<file path="config.mk">
export PLATFORM = sky130hd
export DESIGN_NAME = combo_host_ctrl
export DESIGN_NICKNAME = d
export VERILOG_FILES = /design/src/pkg/combo_host_pkg.sv /design/src/design/combo_host_ctrl.sv
export SDC_FILE = /design/constraint.sdc
export NUM_CORES = 1
export LEC_CHECK = 0
export ABC_CLOCK_PERIOD_IN_PS = 2450
export BUFFER_PORTS_ARGS = -buffer_cell sky130_fd_sc_hd__buf_4
export CAP_MARGIN = 20
export CORE_UTILIZATION = 46
export CTS_CLUSTER_SIZE = 28
export DETAILED_ROUTE_END_ITERATION = 8
export GPL_TIMING_DRIVEN = 1
export PLACE_DENSITY = 0.77
export SYNTH_ARGS = -nofsm -noshare
export SYNTH_HDL_FRONTEND = slang
export SYNTH_SLANG_ARGS = --single-unit
</file>
<file path="constraint.sdc">
create_clock -name clk -period 2.45 [get_ports clk]
set_clock_uncertainty 0.2 [all_clocks]
set_input_delay 0.1225 -clock clk [delete_from_list [all_inputs] [get_ports clk]]
set_output_delay 0.1225 -clock clk [all_outputs]
set_load 0.02 [all_outputs]
</file>
<file path="src/pkg/combo_host_pkg.sv">
package combo_host_pkg;
  localparam int FLASH_AW          = 20;
  localparam int SRAM_AW           = 17;
  localparam int DATA_W            = 8;
  localparam int CLK_PERIOD_NS     = 100;
  localparam int RESET_HOLD_NS     = 100;
  // Strictly more than the hold time, rounded up
  localparam int RESET_HOLD_CYC    = RESET_HOLD_NS / CLK_PERIOD_NS + 1;
  localparam int ACCESS_NS         = 200;
  localparam int ACCESS_CYC        = (ACCESS_NS + CLK_PERIOD_NS - 1) / CLK_PERIOD_NS;
  localparam int CNT_W             = 8;
  // Flops between the data pins and the read capture
  localparam int SYNC_STAGES       = 2;
  localparam logic [1:0] OP_FLASH_READ  = 2'h0;
  localparam logic [1:0] OP_FLASH_WRITE = 2'h1;
  localparam logic [1:0] OP_SRAM_READ   = 2'h2;
  localparam logic [1:0] OP_SRAM_WRITE  = 2'h3;
endpackage : combo_host_pkg

</file>
<file path="src/design/combo_host_ctrl.sv">
`timescale 1ns/1ns
module combo_host_ctrl
  import combo_host_pkg::*;
#(
  parameter int ACC_CYC  = ACCESS_CYC,
  parameter int HOLD_CYC = RESET_HOLD_CYC
) (
  input  wire logic                clk,
  input  wire logic                rst_n,
  input  wire logic                flash_supply_good,
  input  wire logic                flash_power_off_req,
  input  wire logic                req_valid,
  input  wire logic [1:0]          req_op,
  input  wire logic [FLASH_AW-1:0] req_addr,
  input  wire logic [DATA_W-1:0]   req_wdata,
  output logic                     req_ready,
  output logic                     rsp_valid,
  output logic [DATA_W-1:0]        rsp_rdata,
  output logic                     flash_ready,
  output logic [FLASH_AW-1:0]      mem_addr,
  output logic                     flash_ce_n,
  output logic                     flash_oe_n,
  output logic                     flash_we_n,
  output logic                     sram_ce_n,
  output logic                     sram_oe_n,
  output logic                     sram_we_n,
  output logic                     flash_reset_powerdown_n,
  output logic [DATA_W-1:0]        data_out,
  output logic                     data_oe,
  input  wire logic [DATA_W-1:0]   data_in
);

  typedef enum logic [2:0] {ST_PWR, ST_IDLE, ST_ACCESS, ST_END, ST_DOWN} state_t;

  state_t                state_ff, nxt_state;
  logic [CNT_W-1:0]      cnt_ff, nxt_cnt;
  logic [1:0]            op_ff, nxt_op;
  logic [FLASH_AW-1:0]   addr_ff, nxt_addr;
  logic [DATA_W-1:0]     wd_ff, nxt_wd, rd_ff, nxt_rd;
  logic                  fce_ff, foe_ff, fwe_ff, sce_ff, soe_ff, swe_ff, rp_ff, doe_ff;
  logic                  nxt_fce, nxt_foe, nxt_fwe, nxt_sce, nxt_soe, nxt_swe, nxt_rp, nxt_doe;
  logic                  rdy_ff, nxt_rdy, rv_ff, nxt_rv, fr_ff, nxt_fr;
  logic                  good_s1_ff, good_s2_ff, off_s1_ff, off_s2_ff;
  logic [DATA_W-1:0]     din_s1_ff, din_s2_ff;

  // Pins from outside the clock domain pass two flops
  always_ff @(posedge clk or negedge rst_n) begin
    if (!rst_n) begin
      good_s1_ff <= 1'b0;
      good_s2_ff <= 1'b0;
      off_s1_ff  <= 1'b0;
      off_s2_ff  <= 1'b0;
      din_s1_ff  <= 8'h00;
      din_s2_ff  <= 8'h00;
    end else begin
      good_s1_ff <= flash_supply_good;
      good_s2_ff <= good_s1_ff;
      off_s1_ff  <= flash_power_off_req;
      off_s2_ff  <= off_s1_ff;
      din_s1_ff  <= data_in;
      din_s2_ff  <= din_s1_ff;
    end
  end

  function automatic logic is_flash(input logic [1:0] op);
    return (op == OP_FLASH_READ) || (op == OP_FLASH_WRITE);
  endfunction : is_flash

  function automatic logic is_write(input logic [1:0] op);
    return (op == OP_FLASH_WRITE) || (op == OP_SRAM_WRITE);
  endfunction : is_write

  // Access length in cycles; reads pay for the pin synchroniser
  function automatic logic [CNT_W-1:0] acc_len(input logic [1:0] op);
    return is_write(op) ? CNT_W'(ACC_CYC) : CNT_W'(ACC_CYC + SYNC_STAGES);
  endfunction : acc_len

  // Sequencer: power-up hold, one access at a time, power-down park
  always_comb begin
    nxt_state = state_ff;
    nxt_cnt   = cnt_ff;
    nxt_op    = op_ff;
    nxt_addr  = addr_ff;
    nxt_wd    = wd_ff;
    nxt_rd    = rd_ff;
    nxt_fce   = 1'b1;
    nxt_foe   = 1'b1;
    nxt_fwe   = 1'b1;
    nxt_sce   = 1'b1;
    nxt_soe   = 1'b1;
    nxt_swe   = 1'b1;
    nxt_doe   = 1'b0;
    nxt_rp    = rp_ff;
    nxt_rdy   = 1'b0;
    nxt_rv    = 1'b0;
    nxt_fr    = fr_ff;
    unique case (state_ff)
      ST_PWR: begin
        nxt_rp = 1'b0;
        nxt_fr = 1'b0;
        if (!good_s2_ff) begin
          nxt_cnt = '0;
        end else if (cnt_ff >= CNT_W'(HOLD_CYC)) begin
          nxt_rp    = 1'b1;
          nxt_fr    = 1'b1;
          nxt_rdy   = 1'b1;
          nxt_state = ST_IDLE;
        end else begin
          nxt_cnt = cnt_ff + CNT_W'(1);
        end
      end
      ST_IDLE: begin
        nxt_rdy = 1'b1;
        if (off_s2_ff || !good_s2_ff) begin
          nxt_rp    = 1'b0;
          nxt_fr    = 1'b0;
          nxt_rdy   = 1'b0;
          nxt_state = ST_DOWN;
        end else if (req_valid && rdy_ff && !(is_flash(req_op) && !fr_ff)) begin
          nxt_op    = req_op;
          nxt_addr  = is_flash(req_op) ? req_addr
                                       : {{(FLASH_AW-SRAM_AW){1'b0}}, req_addr[SRAM_AW-1:0]};
          nxt_wd    = req_wdata;
          nxt_cnt   = '0;
          nxt_rdy   = 1'b0;
          nxt_state = ST_ACCESS;
          // Exactly one chip enable, never both
          nxt_fce = !is_flash(req_op);
          nxt_sce = is_flash(req_op);
          nxt_foe = (req_op != OP_FLASH_READ);
          nxt_fwe = (req_op != OP_FLASH_WRITE);
          nxt_soe = (req_op != OP_SRAM_READ);
          nxt_swe = (req_op != OP_SRAM_WRITE);
          nxt_doe = is_write(req_op);
        end
      end
      ST_ACCESS: begin
        nxt_fce = !is_flash(op_ff);
        nxt_sce = is_flash(op_ff);
        nxt_foe = (op_ff != OP_FLASH_READ);
        nxt_fwe = (op_ff != OP_FLASH_WRITE);
        nxt_soe = (op_ff != OP_SRAM_READ);
        nxt_swe = (op_ff != OP_SRAM_WRITE);
        nxt_doe = doe_ff;
        nxt_cnt = cnt_ff + CNT_W'(1);
        // Reads stay open longer so the byte seen at the pins after the
        // access time has crossed both sync flops before it is taken
        if (cnt_ff + CNT_W'(1) >= acc_len(op_ff)) begin
          // Write enable rises here while address and data still stand
          nxt_fwe   = 1'b1;
          nxt_swe   = 1'b1;
          nxt_rd    = din_s2_ff;
          nxt_state = ST_END;
        end
      end
      ST_END: begin
        // Enables dropped; data held one more cycle past the write edge
        nxt_rv    = 1'b1;
        nxt_rdy   = 1'b1;
        nxt_state = ST_IDLE;
      end
      ST_DOWN: begin
        nxt_rp = 1'b0;
        if (!off_s2_ff && good_s2_ff) begin
          nxt_cnt   = '0;
          nxt_state = ST_PWR;
        end
      end
      default: nxt_state = ST_PWR;
    endcase
  end

  always_ff @(posedge clk or negedge rst_n) begin
    if (!rst_n) begin
      state_ff <= ST_PWR;
      cnt_ff   <= '0;
      op_ff    <= OP_FLASH_READ;
      addr_ff  <= '0;
      wd_ff    <= 8'h00;
      rd_ff    <= 8'h00;
      fce_ff   <= 1'b1;
      foe_ff   <= 1'b1;
      fwe_ff   <= 1'b1;
      sce_ff   <= 1'b1;
      soe_ff   <= 1'b1;
      swe_ff   <= 1'b1;
      rp_ff    <= 1'b0;
      doe_ff   <= 1'b0;
      rdy_ff   <= 1'b0;
      rv_ff    <= 1'b0;
      fr_ff    <= 1'b0;
    end else begin
      state_ff <= nxt_state;
      cnt_ff   <= nxt_cnt;
      op_ff    <= nxt_op;
      addr_ff  <= nxt_addr;
      wd_ff    <= nxt_wd;
      rd_ff    <= nxt_rd;
      fce_ff   <= nxt_fce;
      foe_ff   <= nxt_foe;
      fwe_ff   <= nxt_fwe;
      sce_ff   <= nxt_sce;
      soe_ff   <= nxt_soe;
      swe_ff   <= nxt_swe;
      rp_ff    <= nxt_rp;
      doe_ff   <= nxt_doe;
      rdy_ff   <= nxt_rdy;
      rv_ff    <= nxt_rv;
      fr_ff    <= nxt_fr;
    end
  end

  assign req_ready               = rdy_ff;
  assign rsp_valid               = rv_ff;
  assign rsp_rdata               = rd_ff;
  assign flash_ready             = fr_ff;
  assign mem_addr                = addr_ff;
  assign flash_ce_n              = fce_ff;
  assign flash_oe_n              = foe_ff;
  assign flash_we_n              = fwe_ff;
  assign sram_ce_n               = sce_ff;
  assign sram_oe_n               = soe_ff;
  assign sram_we_n               = swe_ff;
  assign flash_reset_powerdown_n = rp_ff;
  assign data_out                = wd_ff;
  assign data_oe                 = doe_ff;

  AST_ONE_CE: assert property (@(posedge clk) disable iff (!rst_n)
    fce_ff || sce_ff) else $error("both chip enables low");
  AST_OE_WE: assert property (@(posedge clk) disable iff (!rst_n)
    foe_ff || fwe_ff) else $error("flash oe and we both low");
  AST_NO_DRIVE_READ: assert property (@(posedge clk) disable iff (!rst_n)
    (!foe_ff || !soe_ff) |-> !doe_ff) else $error("bus driven during read");
  AST_RP_HOLD: assert property (@(posedge clk) disable iff (!rst_n)
    $rose(rp_ff) |-> $past(good_s2_ff, 2)) else $error("reset released early");
  AST_RP_DOWN: assert property (@(posedge clk) disable iff (!rst_n)
    (state_ff == ST_DOWN) |-> !rp_ff) else $error("reset high in power down");
  AST_FLASH_ACC_RP: assert property (@(posedge clk) disable iff (!rst_n)
    !fce_ff |-> rp_ff) else $error("flash access with reset low");
  AST_WE_DATA: assert property (@(posedge clk) disable iff (!rst_n)
    $rose(fwe_ff) |-> doe_ff && $stable(addr_ff)) else $error("data lost at write edge");
  AST_SRAM_ADDR: assert property (@(posedge clk) disable iff (!rst_n)
    !sce_ff |-> addr_ff[FLASH_AW-1:SRAM_AW] == '0) else $error("upper address on sram");
endmodule : combo_host_ctrl

</file>
==> summary.md, run 1 <==
| Metric | Value |
|---|---|
| Fill cell count | `448` |
| Post-route DRC | `0` |
| Worst r2r path cells | `7` |
| Post-CTS Setup Inserts | `0` |
| Crit Path Max Fanout | `8` |
| Via-to-Cell Ratio | `5.29` |
| EDFF count, synth | `0` |
| Pwr Density | `772 nW/um2` |
| Drt wl/cell | `15.2 um` |
| Post-detailed-routing wire length | `7.98 mm` |
| Sequential cell area fraction in the yosys report | `between 60% and 70%` |
| Synth top area share | `57.7%` |
| Count of pins over their slew limit | `0` |
| Netlist Area Pre-Place | `3210 um2` |
| Synth Net Count | `348` |
| Initial Utilization | `about 47%` |
| Count leader, synth | `nand2_1` |
| Slew Limit Headroom | `59.8%` |
| Worst vdd ir | `about 560 uV` |
| Clk slew on worst S/H paths | `0.08 ns` |
| Vias | `~2800` |
| FF+latch area | `2010 um2` |
| Max_cap viols | `0` |
| RSZ-0062 raised after global routing | `yes` |
| Placer Congestion | `0.830` |
| Fmax | `418 MHz` |
| CTS tree | `built` |
| Critical Path RT | `2.50 ns` |
| IO buf count | `89` |
| Yosys reg bits | `80` |
| Post-synth top area cell | `dfrtp_1` |
| Worst hold path type | `in2async` |
| H-tree Lvls | `3` |
| Status | `finished, final reports clean` |
| Detailed Routing Iterations Pass 1 | `4` |
| Switch share | `32.4%` |
| Worst setup SP type | `flip-flop` |
| Grt ovf | `0` |
| Area growth from synthesis to layout | `45.7%` |
| Layout cells sized above 1 | `32.1%` |
| Global-route wire length before repair | `12.8 mm` |
| P_leak | `~2.4 nW` |
| Diodes inserted | `0` |
| HPWL after detailed placement | `4.88 mm` |
| FP Rows | `30` |
| Chip width | `85.5 um` |
| GRT Util Overall | `23.1%` |
| Pin count of the biggest net entering global routing | `49` |
| Drt initial violations | `144` |
| Crit path kind | `reg2reg` |
| Area of the multi-input gates | `1150 um2` |
| Setup TNS | `0 ns` |
| Syn. warnings | `0` |
| Slew @ Worst Pin | `0.603 ns` |
| Netlist cell types | `49` |
| Period utilisation layout | `97.7%` |
| R2R Path Start | `cnt_ff[1]$_DFFE_PN0P_` |
| Final Setup Violations | `0` |
| Die Span Y | `85.5 um` |
| Crit path launch | `cnt_ff[1]$_DFFE_PN0P_` |
| Initial antenna violation count | `0` |
| Inserted Clock Buffers | `9` |
| Clock share of power | `28.3%` |
| Most common library cells after synthesis | `nand2_1, dfrtp_1, o21ai_0` |
| Hold_ws | `~0.12 ns` |
| Worst EP arrival | `2.45 ns` |
| Ports | `90` |
| Core Area | `~6800 um2` |
| Antenna viol nets, final | `0` |
| Switching pwr | `between 1 and 1.5 mW` |
| CTS root buf | `clkbuf_8` |
| Clk_lat worst skew | `0.36 ns` |
| P_int | `~2.4 mW` |
| Asr flop ratio synth | `100%` |
| Reg2reg setup slack | `about 0.055 ns` |
| Max clock buf depth | `2` |
| Mapped Cells | `between 300 and 400` |
| Reg power frac | `approximately 45%` |
| DIE AREA | `~7300 um2` |
| Number of global-route vias before repair | `2719` |
| Final Power | `3.61 mW` |
| Nets | `roughly 490` |
| RR Endpoint | `rsp_rdata[5]$_DFFE_PN0P_` |
| Final hold viol count | `0` |
| Tmin final | `2.39 ns` |
| CP Capture Type | `flip-flop` |
| Combinational power share | `roughly a quarter` |
| Primary FF master, synth | `dfrtp_1` |
| Clk sinks | `80` |
| Syn Area/Cell | `10.7 um2` |
| Synth area leaders | `dfrtp_1, nand2_1, dfstp_2` |
==> power by group through the flow <==
stage	Combinational [mW]	Clock (mW)	Sequential (mW)
2_1_floorplan	0.380	0	1.75
3_3_place_gp	0.846	0	1.64
3_5_place_dp	0.866	0	1.65
4_1_cts	0.924	1.04	1.63
5_1_grt	1.03	1.10	1.65
6_report	0.951	1.02	1.64
==> layout make-up <==
| cell class | count | share of cell area, % |
|---|---|---|
| clock buffer | 10 | 2.94 |
| clock inverter | 6 | 1.58 |
| multi-input combinational | 203 | 24.5 |
| sequential | 80 | 43.0 |
| timing repair buffer | 143 | 25.5 |
| tap | 80 | 2.14 |
| inverter | 4 | 0.321 |
==> per-stage QoR <==
| step | utilization (%) | cell area [um2] | instances | setup slack [ns] |
|---|---|---|---|---|
| 3_3_place_gp | 59.5 | 4020 | 468 | 0.0994 |
| 6_report | 69.2 | 4680 | 526 | 0.0553 |
| 5_1_grt | 69.2 | 4680 | 526 | -0.00182 |
| 3_5_place_dp | 59.5 | 4020 | 468 | 0.0404 |
| 2_1_floorplan | - | 3210 | 301 | 0.0180 |
| 4_1_cts | 68.9 | 4650 | 526 | 0.0179 |
==> registers in the layout, indices dropped and copies added, names as in the netlist, 2 cells and up <==
signal / count
state_ff: 3
op_ff: 2
data_out: 8
rsp_rdata: 8
din_s2_ff: 8
din_s1_ff: 8
cnt_ff: 8
mem_addr: 20
==> worst max-delay path by stage <==
stage	to	slack, ns	depth (start not counted)
global placement	rsp_rdata[0]$_DFFE_PN0P_	0.1	7
detailed placement	rsp_rdata[6]$_DFFE_PN0P_	0.04	7
CTS	rsp_rdata[6]$_DFFE_PN0P_	0.02	7
global route	rsp_rdata[5]$_DFFE_PN0P_	-0.002	7
floorplan	rsp_rdata[0]$_DFFE_PN0P_	0.02	8
finish	rsp_rdata[5]$_DFFE_PN0P_	0.06	7
==> repair_timing <==
action                                  4_1_cts  5_1_grt
resized for setup                             0        4
endpoints found under the setup margin        0        9
hold buffers                                 42        0
hold endpoints to repair                     93        0
==> logic make-up after synthesis <==
family,Yosys count,synth area share [%]
and+or+nand+nor,138,19.0
muxes,8,2.81
xor gates and xnor gates,3,0.819
AOI/OAI and AO/OA,50,10.8
adders and majority gates,4,1.56
buffers and inverters,18,2.38
DFF,80,62.6
==> placed cells by master, fill, tap and decap left out, types with 3 or more instances in the layout <==
cell type / netlist / routed
buf_4: 0 / 100
nand2_1: 94 / 94
dfrtp_1: 74 / 73
dlygate4sd3_1: 0 / 42
o21ai_0: 16 / 16
nor2_1: 14 / 14
clkbuf_8: 0 / 10
a21oi_1: 8 / 8
mux2_2: 8 / 8
dfstp_2: 6 / 6
inv_1: 4 / 4
nand3_1: 4 / 4
a22o_1: 4 / 4
o31ai_1: 5 / 4
nor2b_1: 3 / 3
nor3_1: 3 / 3
nand2b_1: 3 / 3
a31oi_1: 3 / 3
==> layer usage <==
layer  up-vias  part of all wire [%]  track usage, %
li1       1300                     -               -
met3        21                   5.9            7.51
met4         0                   2.7            10.3
met5         -                     0               0
met1      1348                    39            26.6
met2       114                    52            39.5
==> critical path, stage by stage, from the launching register on <==
cell and delay (ns):
dfrtp_2 0.47, ha_2 0.21, xor2_1 0.14, ha_1 0.29, a21boi_0 0.12, a2111o_1 0.35
nand2_4 0.15, mux2_2 0.35
(Power assumes the default switching activity.)
==> run 2: changes to the inputs <==
--- a/config.mk
+++ b/config.mk
@@ -8,11 +8,11 @@
 export ABC_CLOCK_PERIOD_IN_PS = 2450
 export BUFFER_PORTS_ARGS = -buffer_cell sky130_fd_sc_hd__buf_4
 export CAP_MARGIN = 20
-export CORE_UTILIZATION = 46
+export CORE_UTILIZATION = 30
 export CTS_CLUSTER_SIZE = 28
 export DETAILED_ROUTE_END_ITERATION = 8
 export GPL_TIMING_DRIVEN = 1
-export PLACE_DENSITY = 0.77
+export PLACE_DENSITY = 0.55
 export SYNTH_ARGS = -nofsm -noshare
 export SYNTH_HDL_FRONTEND = slang
 export SYNTH_SLANG_ARGS = --single-unit
==> summary.md, run 2 (synthesis gave the netlist of run 1 again) <==
| Metric | Value |
|---|---|
| Status | `finished, final reports clean` |
| Die Span Y | `105 um (+23%)` |
| Initial antenna violation count | `0 (unchanged)` |
| Ports | `90 (unchanged)` |
| Worst setup SP type | `flip-flop` |
| P_leak | `2.43 nW (+1.7%)` |
| FP Rows | `37 (+23%)` |
| Switching pwr | `1.17 mW (+0.37%)` |
| Number of global-route vias before repair | `2717 (-0.074%)` |
| HPWL after detailed placement | `5.28 mm (+8.1%)` |
| Via-to-Cell Ratio | `4.48 (-15%)` |
| Drt wl/cell | `13.3 um (-12%)` |
| Nets | `494 (+1.2%)` |
| Setup ws final | `0.0808 ns (+0.0255 ns)` |
| H-tree Lvls | `3 (unchanged)` |
| Antenna viol nets, final | `0 (unchanged)` |
| Slew Limit Headroom | `58.4% (-1.4 points)` |
| Chip width | `105 um (+23%)` |
| Tmin final | `2.37 ns (-0.0255 ns)` |
| Combinational power share | `27.1% (+0.7 points)` |
| Period utilisation layout | `96.7% (-1.0 points)` |
| Placed cell area | `4120 um2 (+2.5%)` |
| Crit Path Max Fanout | `8 (unchanged)` |
| Reg power frac | `44.7% (-0.6 points)` |
| CP Capture Type | `flip-flop` |
| Place WS | `0.0770 ns (+0.0366 ns)` |
| Worst hold path type | `in2async` |
| Post-route DRC | `0 (unchanged)` |
| Pin count of the biggest net entering global routing | `46 (-6.1%)` |
| Grt ovf | `0 (unchanged)` |
| Final Setup Violations | `0 (unchanged)` |
| GRT Util Overall | `15.1% (-8.0 points)` |
| Worst vdd ir | `392 uV (-30%)` |
| Final hold viol count | `0 (unchanged)` |
| IO buf count | `89 (unchanged)` |
| Design area | `4780 um2 (+2.2%)` |
| Max clock buf depth | `2 (unchanged)` |
| Max FFs per register | `20 (unchanged)` |
| CTS tree | `built` |
| Commonest non-fill, non-tap cells in the layout | `buf_4, nand2_1, dfrtp_1` |
| P_int | `2.44 mW (about the same)` |
| Initial Utilization | `31.1% (-16 points)` |
| Clk slew on worst S/H paths | `0.09 ns (about the same)` |
| Hold_ws | `0.118 ns (+0.00192 ns)` |
| Global-route wire length before repair | `13.2 mm (+3.0%)` |
| Switch share | `32.5% (+0.10 points)` |
| Area growth from synthesis to layout | `49.0%` |
| Pwr Density | `756 nW/um2 (-2.1%)` |
| Slew @ Worst Pin | `0.621 ns (+0.0183 ns)` |
| Vias | `2635 (-5.3%)` |
| CTS root buf | `clkbuf_8` |
| DIE AREA | `11100 um2 (+52%)` |
| Fmax | `422 MHz (+1.1%)` |
| Commonest non-fill, non-tap cell in the layout | `buf_4` |
| Clock share of power | `28.3% (about the same)` |
| Worst EP arrival | `2.41 ns (-0.04 ns)` |
| Inserted Clock Buffers | `9 (unchanged)` |
| Post-detailed-routing wire length | `7.81 mm (-2.1%)` |
| Layout cells sized above 1 | `32.5% (+0.46 points)` |
| Core Area | `10300 um2 (+53%)` |
| Diodes inserted | `0 (unchanged)` |
| Count of pins over their slew limit | `0 (unchanged)` |
| Drt initial violations | `80 (-44%)` |
| Placer Congestion | `0.829 (-0.17%)` |
| Clk sinks | `80 (unchanged)` |
| Clk_lat worst skew | `0.36 ns (about the same)` |
| Detailed Routing Iterations Pass 1 | `5 (+1)` |
| Critical Path RT | `2.49 ns (about the same)` |
| Crit path kind | `reg2reg` |
| Setup TNS | `0 ns (unchanged)` |
| Max_cap viols | `0 (unchanged)` |
## run 2: cell types whose count changed in the layout (fill, tap and decap cells not counted), sizes merged
cell | previous run | this run
clkbuf | 10 | 9
clkinv | 0 | 1
clkinvlp | 2 | 1
buf | 101 | 107
inv | 7 | 8
## run 2: path summary, 6_finish.rpt
path                                             start                  endpoint  cells after the start  slack [ns]
worst max-delay path             cnt_ff[0]$_DFFE_PN0P_  rsp_rdata[6]$_DFFE_PN0P_                      7        0.08
worst max register to register   cnt_ff[0]$_DFFE_PN0P_  rsp_rdata[6]$_DFFE_PN0P_                      7        0.08
min in group clk                din_s1_ff[4]$_DFF_PN0_    din_s2_ff[4]$_DFF_PN0_                      0        0.15
worst min-delay path                             rst_n       rsp_valid$_DFF_PN0_                      2        0.12
max in group asynchronous                        rst_n       sram_we_n$_DFF_PN1_                      3        1.21
worst min register to register  din_s1_ff[4]$_DFF_PN0_    din_s2_ff[4]$_DFF_PN0_                      0        0.15
## run 2: final cells by class
class	instances	area [um2]
fill	968	5540
multi-input combinational	203	1150
sequential	80	2010
clock inverter	7	86.3
timing repair buffer	149	1220
clock buffer	9	124
tap	136	170
inverter	4	15.0
## run 2: what timing repair did
| item | 4_1_cts | 5_1_grt |
|---|---|---|
| gates resized for setup | 0 | 2 |
| setup buffers | 0 | 1 |
| endpoints found under the setup margin | 0 | 5 |
| endpoints found under the hold margin | 88 | 0 |
| hold buffers | 42 | 0 |
## run 2: routing by layer
metal  up-vias  wire length [um]  track usage (%)
met5         -                 0                0
met4         0                70             5.23
met3         7               376             3.96
met2        65              3940             26.0
met1      1255              3420             18.1
li1       1308                 -                -
## run 2: worst max-delay path, stage by stage (launching register included)
cell and delay (ns):
dfrtp_1 0.41, ha_1 0.23, xor2_1 0.15, ha_1 0.28
a21boi_0 0.12, a2111o_1 0.36, nand2_4 0.15, mux2_2 0.35
## run 2: through the flow
| stage | cells | power, mW | util [%] |
|---|---|---|---|
| final | 588 | 3.61 | 46.3 |
| after global routing | 588 | 3.82 | 46.3 |
| after CTS | 587 | 3.64 | 46.1 |
| after detailed placement | 529 | 2.55 | 39.9 |
| after global placement | 529 | 2.53 | 39.9 |
| after floorplan | 301 | 2.13 | - |
## run 2: power by group through the flow
stage	combinational [mW]	clock, mW	sequential, mW
2_1_floorplan	0.380	0	1.75
4_1_cts	0.971	1.06	1.61
3_3_place_gp	0.897	0	1.64
6_report	0.978	1.02	1.61
5_1_grt	1.07	1.10	1.64
3_5_place_dp	0.912	0	1.64
==> run 3: changes to the inputs <==
--- a/config.mk
+++ b/config.mk
@@ -12,7 +12,8 @@
 export CTS_CLUSTER_SIZE = 28
 export DETAILED_ROUTE_END_ITERATION = 8
 export GPL_TIMING_DRIVEN = 1
-export PLACE_DENSITY = 0.55
+export HOLD_SLACK_MARGIN = 0.08
+export PLACE_DENSITY = 0.6
 export SYNTH_ARGS = -nofsm -noshare
 export SYNTH_HDL_FRONTEND = slang
 export SYNTH_SLANG_ARGS = --single-unit
==> summary.md, run 3 (synthesis gave the netlist of run 1 again) <==
| Metric | Value |
|---|---|
| Status | `finished, final reports clean` |
| Ports | `90 (unchanged)` |
| Initial antenna violation count | `0 (unchanged)` |
| Nets | `491 (-0.61%)` |
| Max clock buf depth | `2 (unchanged)` |
| P_int | `2.53 mW (+3.7%)` |
| Pwr Density | `766 nW/um2 (+1.4%)` |
| Clock share of power | `29.7% (+1.4 points)` |
| Chip width | `105 um (unchanged)` |
| Core Area | `10300 um2 (unchanged)` |
| Area growth from synthesis to layout | `49.4%` |
| Switch share | `31.1% (-1.3 points)` |
| Critical Path RT | `2.49 ns (about the same)` |
| Drt wl/cell | `12.8 um (-3.7%)` |
| Clk sinks | `80 (unchanged)` |
| DIE AREA | `11100 um2 (unchanged)` |
| Tmin final | `2.34 ns (-0.0244 ns)` |
| H-tree Lvls | `3 (unchanged)` |
| Max FFs per register | `20 (unchanged)` |
| Antenna viol nets, final | `0 (unchanged)` |
| Inserted Clock Buffers | `9 (unchanged)` |
| Initial Utilization | `31.1% (unchanged)` |
| Combinational power share | `26.1% (-1.0 points)` |
| Worst hold path type | `in2async` |
| Switching pwr | `1.14 mW (-2.6%)` |
| Fill cell count | `943 (-2.6%)` |
| Layout cells sized above 1 | `32.3% (-0.23 points)` |
| Setup ws final | `0.105 ns (+0.0244 ns)` |
| Via-to-Cell Ratio | `4.62 (+3.1%)` |
| Clk slew on worst S/H paths | `0.09 ns (about the same)` |
| Crit Path Max Fanout | `8 (unchanged)` |
| P_leak | `2.43 nW (about the same)` |
| Pin count of the biggest net entering global routing | `81 (+76%)` |
| Worst setup SP type | `flip-flop` |
| GRT Util Overall | `14.7% (-0.37 points)` |
| HPWL after detailed placement | `4.81 mm (-8.9%)` |
| Placer Congestion | `0.842 (+1.6%)` |
| Commonest non-fill, non-tap cells in the layout | `buf_4, nand2_1, dfrtp_1` |
| Max_cap viols | `0 (unchanged)` |
| Worst vdd ir | `288 uV (-27%)` |
| FP Rows | `37 (unchanged)` |
| Crit path kind | `reg2reg` |
| CTS root buf | `clkbuf_8` |
| Post-detailed-routing wire length | `7.49 mm (-4.2%)` |
| Period utilisation layout | `95.7% (-1.0 points)` |
| Clk_lat worst skew | `0.35 ns (about the same)` |
| Grt ovf | `0 (unchanged)` |
| Diodes inserted | `0 (unchanged)` |
| RSZ-0062 raised after global routing | `no` |
| Detailed Routing Iterations Pass 1 | `4 (-1)` |
| Worst EP arrival | `2.38 ns (-0.03 ns)` |
| Vias | `2702 (+2.5%)` |
| Setup TNS | `0 ns (unchanged)` |
| Final hold viol count | `0 (unchanged)` |
| Final Setup Violations | `0 (unchanged)` |
| Reg power frac | `44.1% (-0.6 points)` |
| Place WS | `0.0942 ns (+0.0172 ns)` |
| Drt initial violations | `125 (+56%)` |
| IO buf count | `89 (unchanged)` |
| Global-route wire length before repair | `12.9 mm (-2.4%)` |
| Count of pins over their slew limit | `0 (unchanged)` |
| CTS tree | `built` |
| Slew Limit Headroom | `56.7% (-1.7 points)` |
| Slew @ Worst Pin | `0.647 ns (+0.0251 ns)` |
| Number of global-route vias before repair | `2657 (-2.2%)` |
| CP Capture Type | `flip-flop` |
| Commonest non-fill, non-tap cell in the layout | `buf_4` |
| Die Span Y | `105 um (unchanged)` |
| Post-route DRC | `0 (unchanged)` |
| Fmax | `426 MHz (+1.0%)` |
==> run 3: per-layer routing <==
| metal | wire, um | part of all wire (%) | vias to the layer above | global-route usage [%] |
|---|---|---|---|---|
| met3 | 343 | 4.6 | 17 | 3.71 |
| met2 | 3570 | 48 | 79 | 22.9 |
| met1 | 3370 | 45 | 1300 | 18.8 |
| li1 | - | - | 1306 | - |
| met5 | 0 | 0 | - | 0 |
| met4 | 206 | 2.8 | 0 | 7.95 |
==> run 3: power by group through the flow <==
stage / sequential, mW / combinational [mW] / clock (mW)
CTS: 1.62 / 0.944 / 1.14
floorplan: 1.75 / 0.380 / 0
finish: 1.62 / 0.959 / 1.09
global route: 1.65 / 1.06 / 1.19
detailed placement: 1.65 / 0.886 / 0
global placement: 1.65 / 0.875 / 0
==> run 3: final cells by class <==
type / instances / area [um2] / area share [%]
clock buffer: 9 / 124 / 2.58
clock inverter: 7 / 103 / 2.14
inverter: 4 / 15.0 / 0.313
multi-input combinational: 203 / 1150 / 24.1
sequential: 80 / 2010 / 41.9
tap: 136 / 170 / 3.55
timing repair buffer: 146 / 1220 / 25.4
==> run 3: through the flow <==
step / hold slack, ns / std cells / util [%] / instance area [um2] / power [mW]
2_1_floorplan: -0.373 / 301 / - / 3210 / 2.13
3_3_place_gp: -0.0151 / 526 / 39.8 / 4110 / 2.52
3_5_place_dp: -0.0155 / 526 / 39.8 / 4110 / 2.53
4_1_cts: 0.146 / 584 / 46.1 / 4760 / 3.70
5_1_grt: 0.162 / 585 / 46.4 / 4790 / 3.90
6_report: 0.127 / 585 / 46.4 / 4790 / 3.67
==> run 3: final timing paths <==
check	start	to	slack [ns]	depth (start not counted)
worst min-delay path	rst_n	din_s2_ff[4]$_DFF_PN0_	0.13	3
min in group clk	din_s1_ff[7]$_DFF_PN0_	din_s2_ff[7]$_DFF_PN0_	0.15	0
worst max register to register	cnt_ff[0]$_DFFE_PN0P_	rsp_rdata[4]$_DFFE_PN0P_	0.11	7
max in group asynchronous	rst_n	sram_we_n$_DFF_PN1_	1.57	3
worst min register to register	din_s1_ff[7]$_DFF_PN0_	din_s2_ff[7]$_DFF_PN0_	0.15	0
worst max-delay path	cnt_ff[0]$_DFFE_PN0P_	rsp_rdata[4]$_DFFE_PN0P_	0.11	7
==> run 3: worst max-delay path: stages, from the launching register on <==
cell      delay (ns)
dfrtp_1         0.41
ha_2            0.21
xor2_1          0.14
ha_1            0.28
a21boi_0        0.12
a2111o_1        0.37
nand2_4         0.15
mux2_2          0.35
==> run 3: repair_timing <==
action,in CTS,in global routing
hold buffers,42,0
endpoints found under the setup margin,0,8
hold endpoints to repair,127,0
setup buffers,0,1
resized for setup,0,4
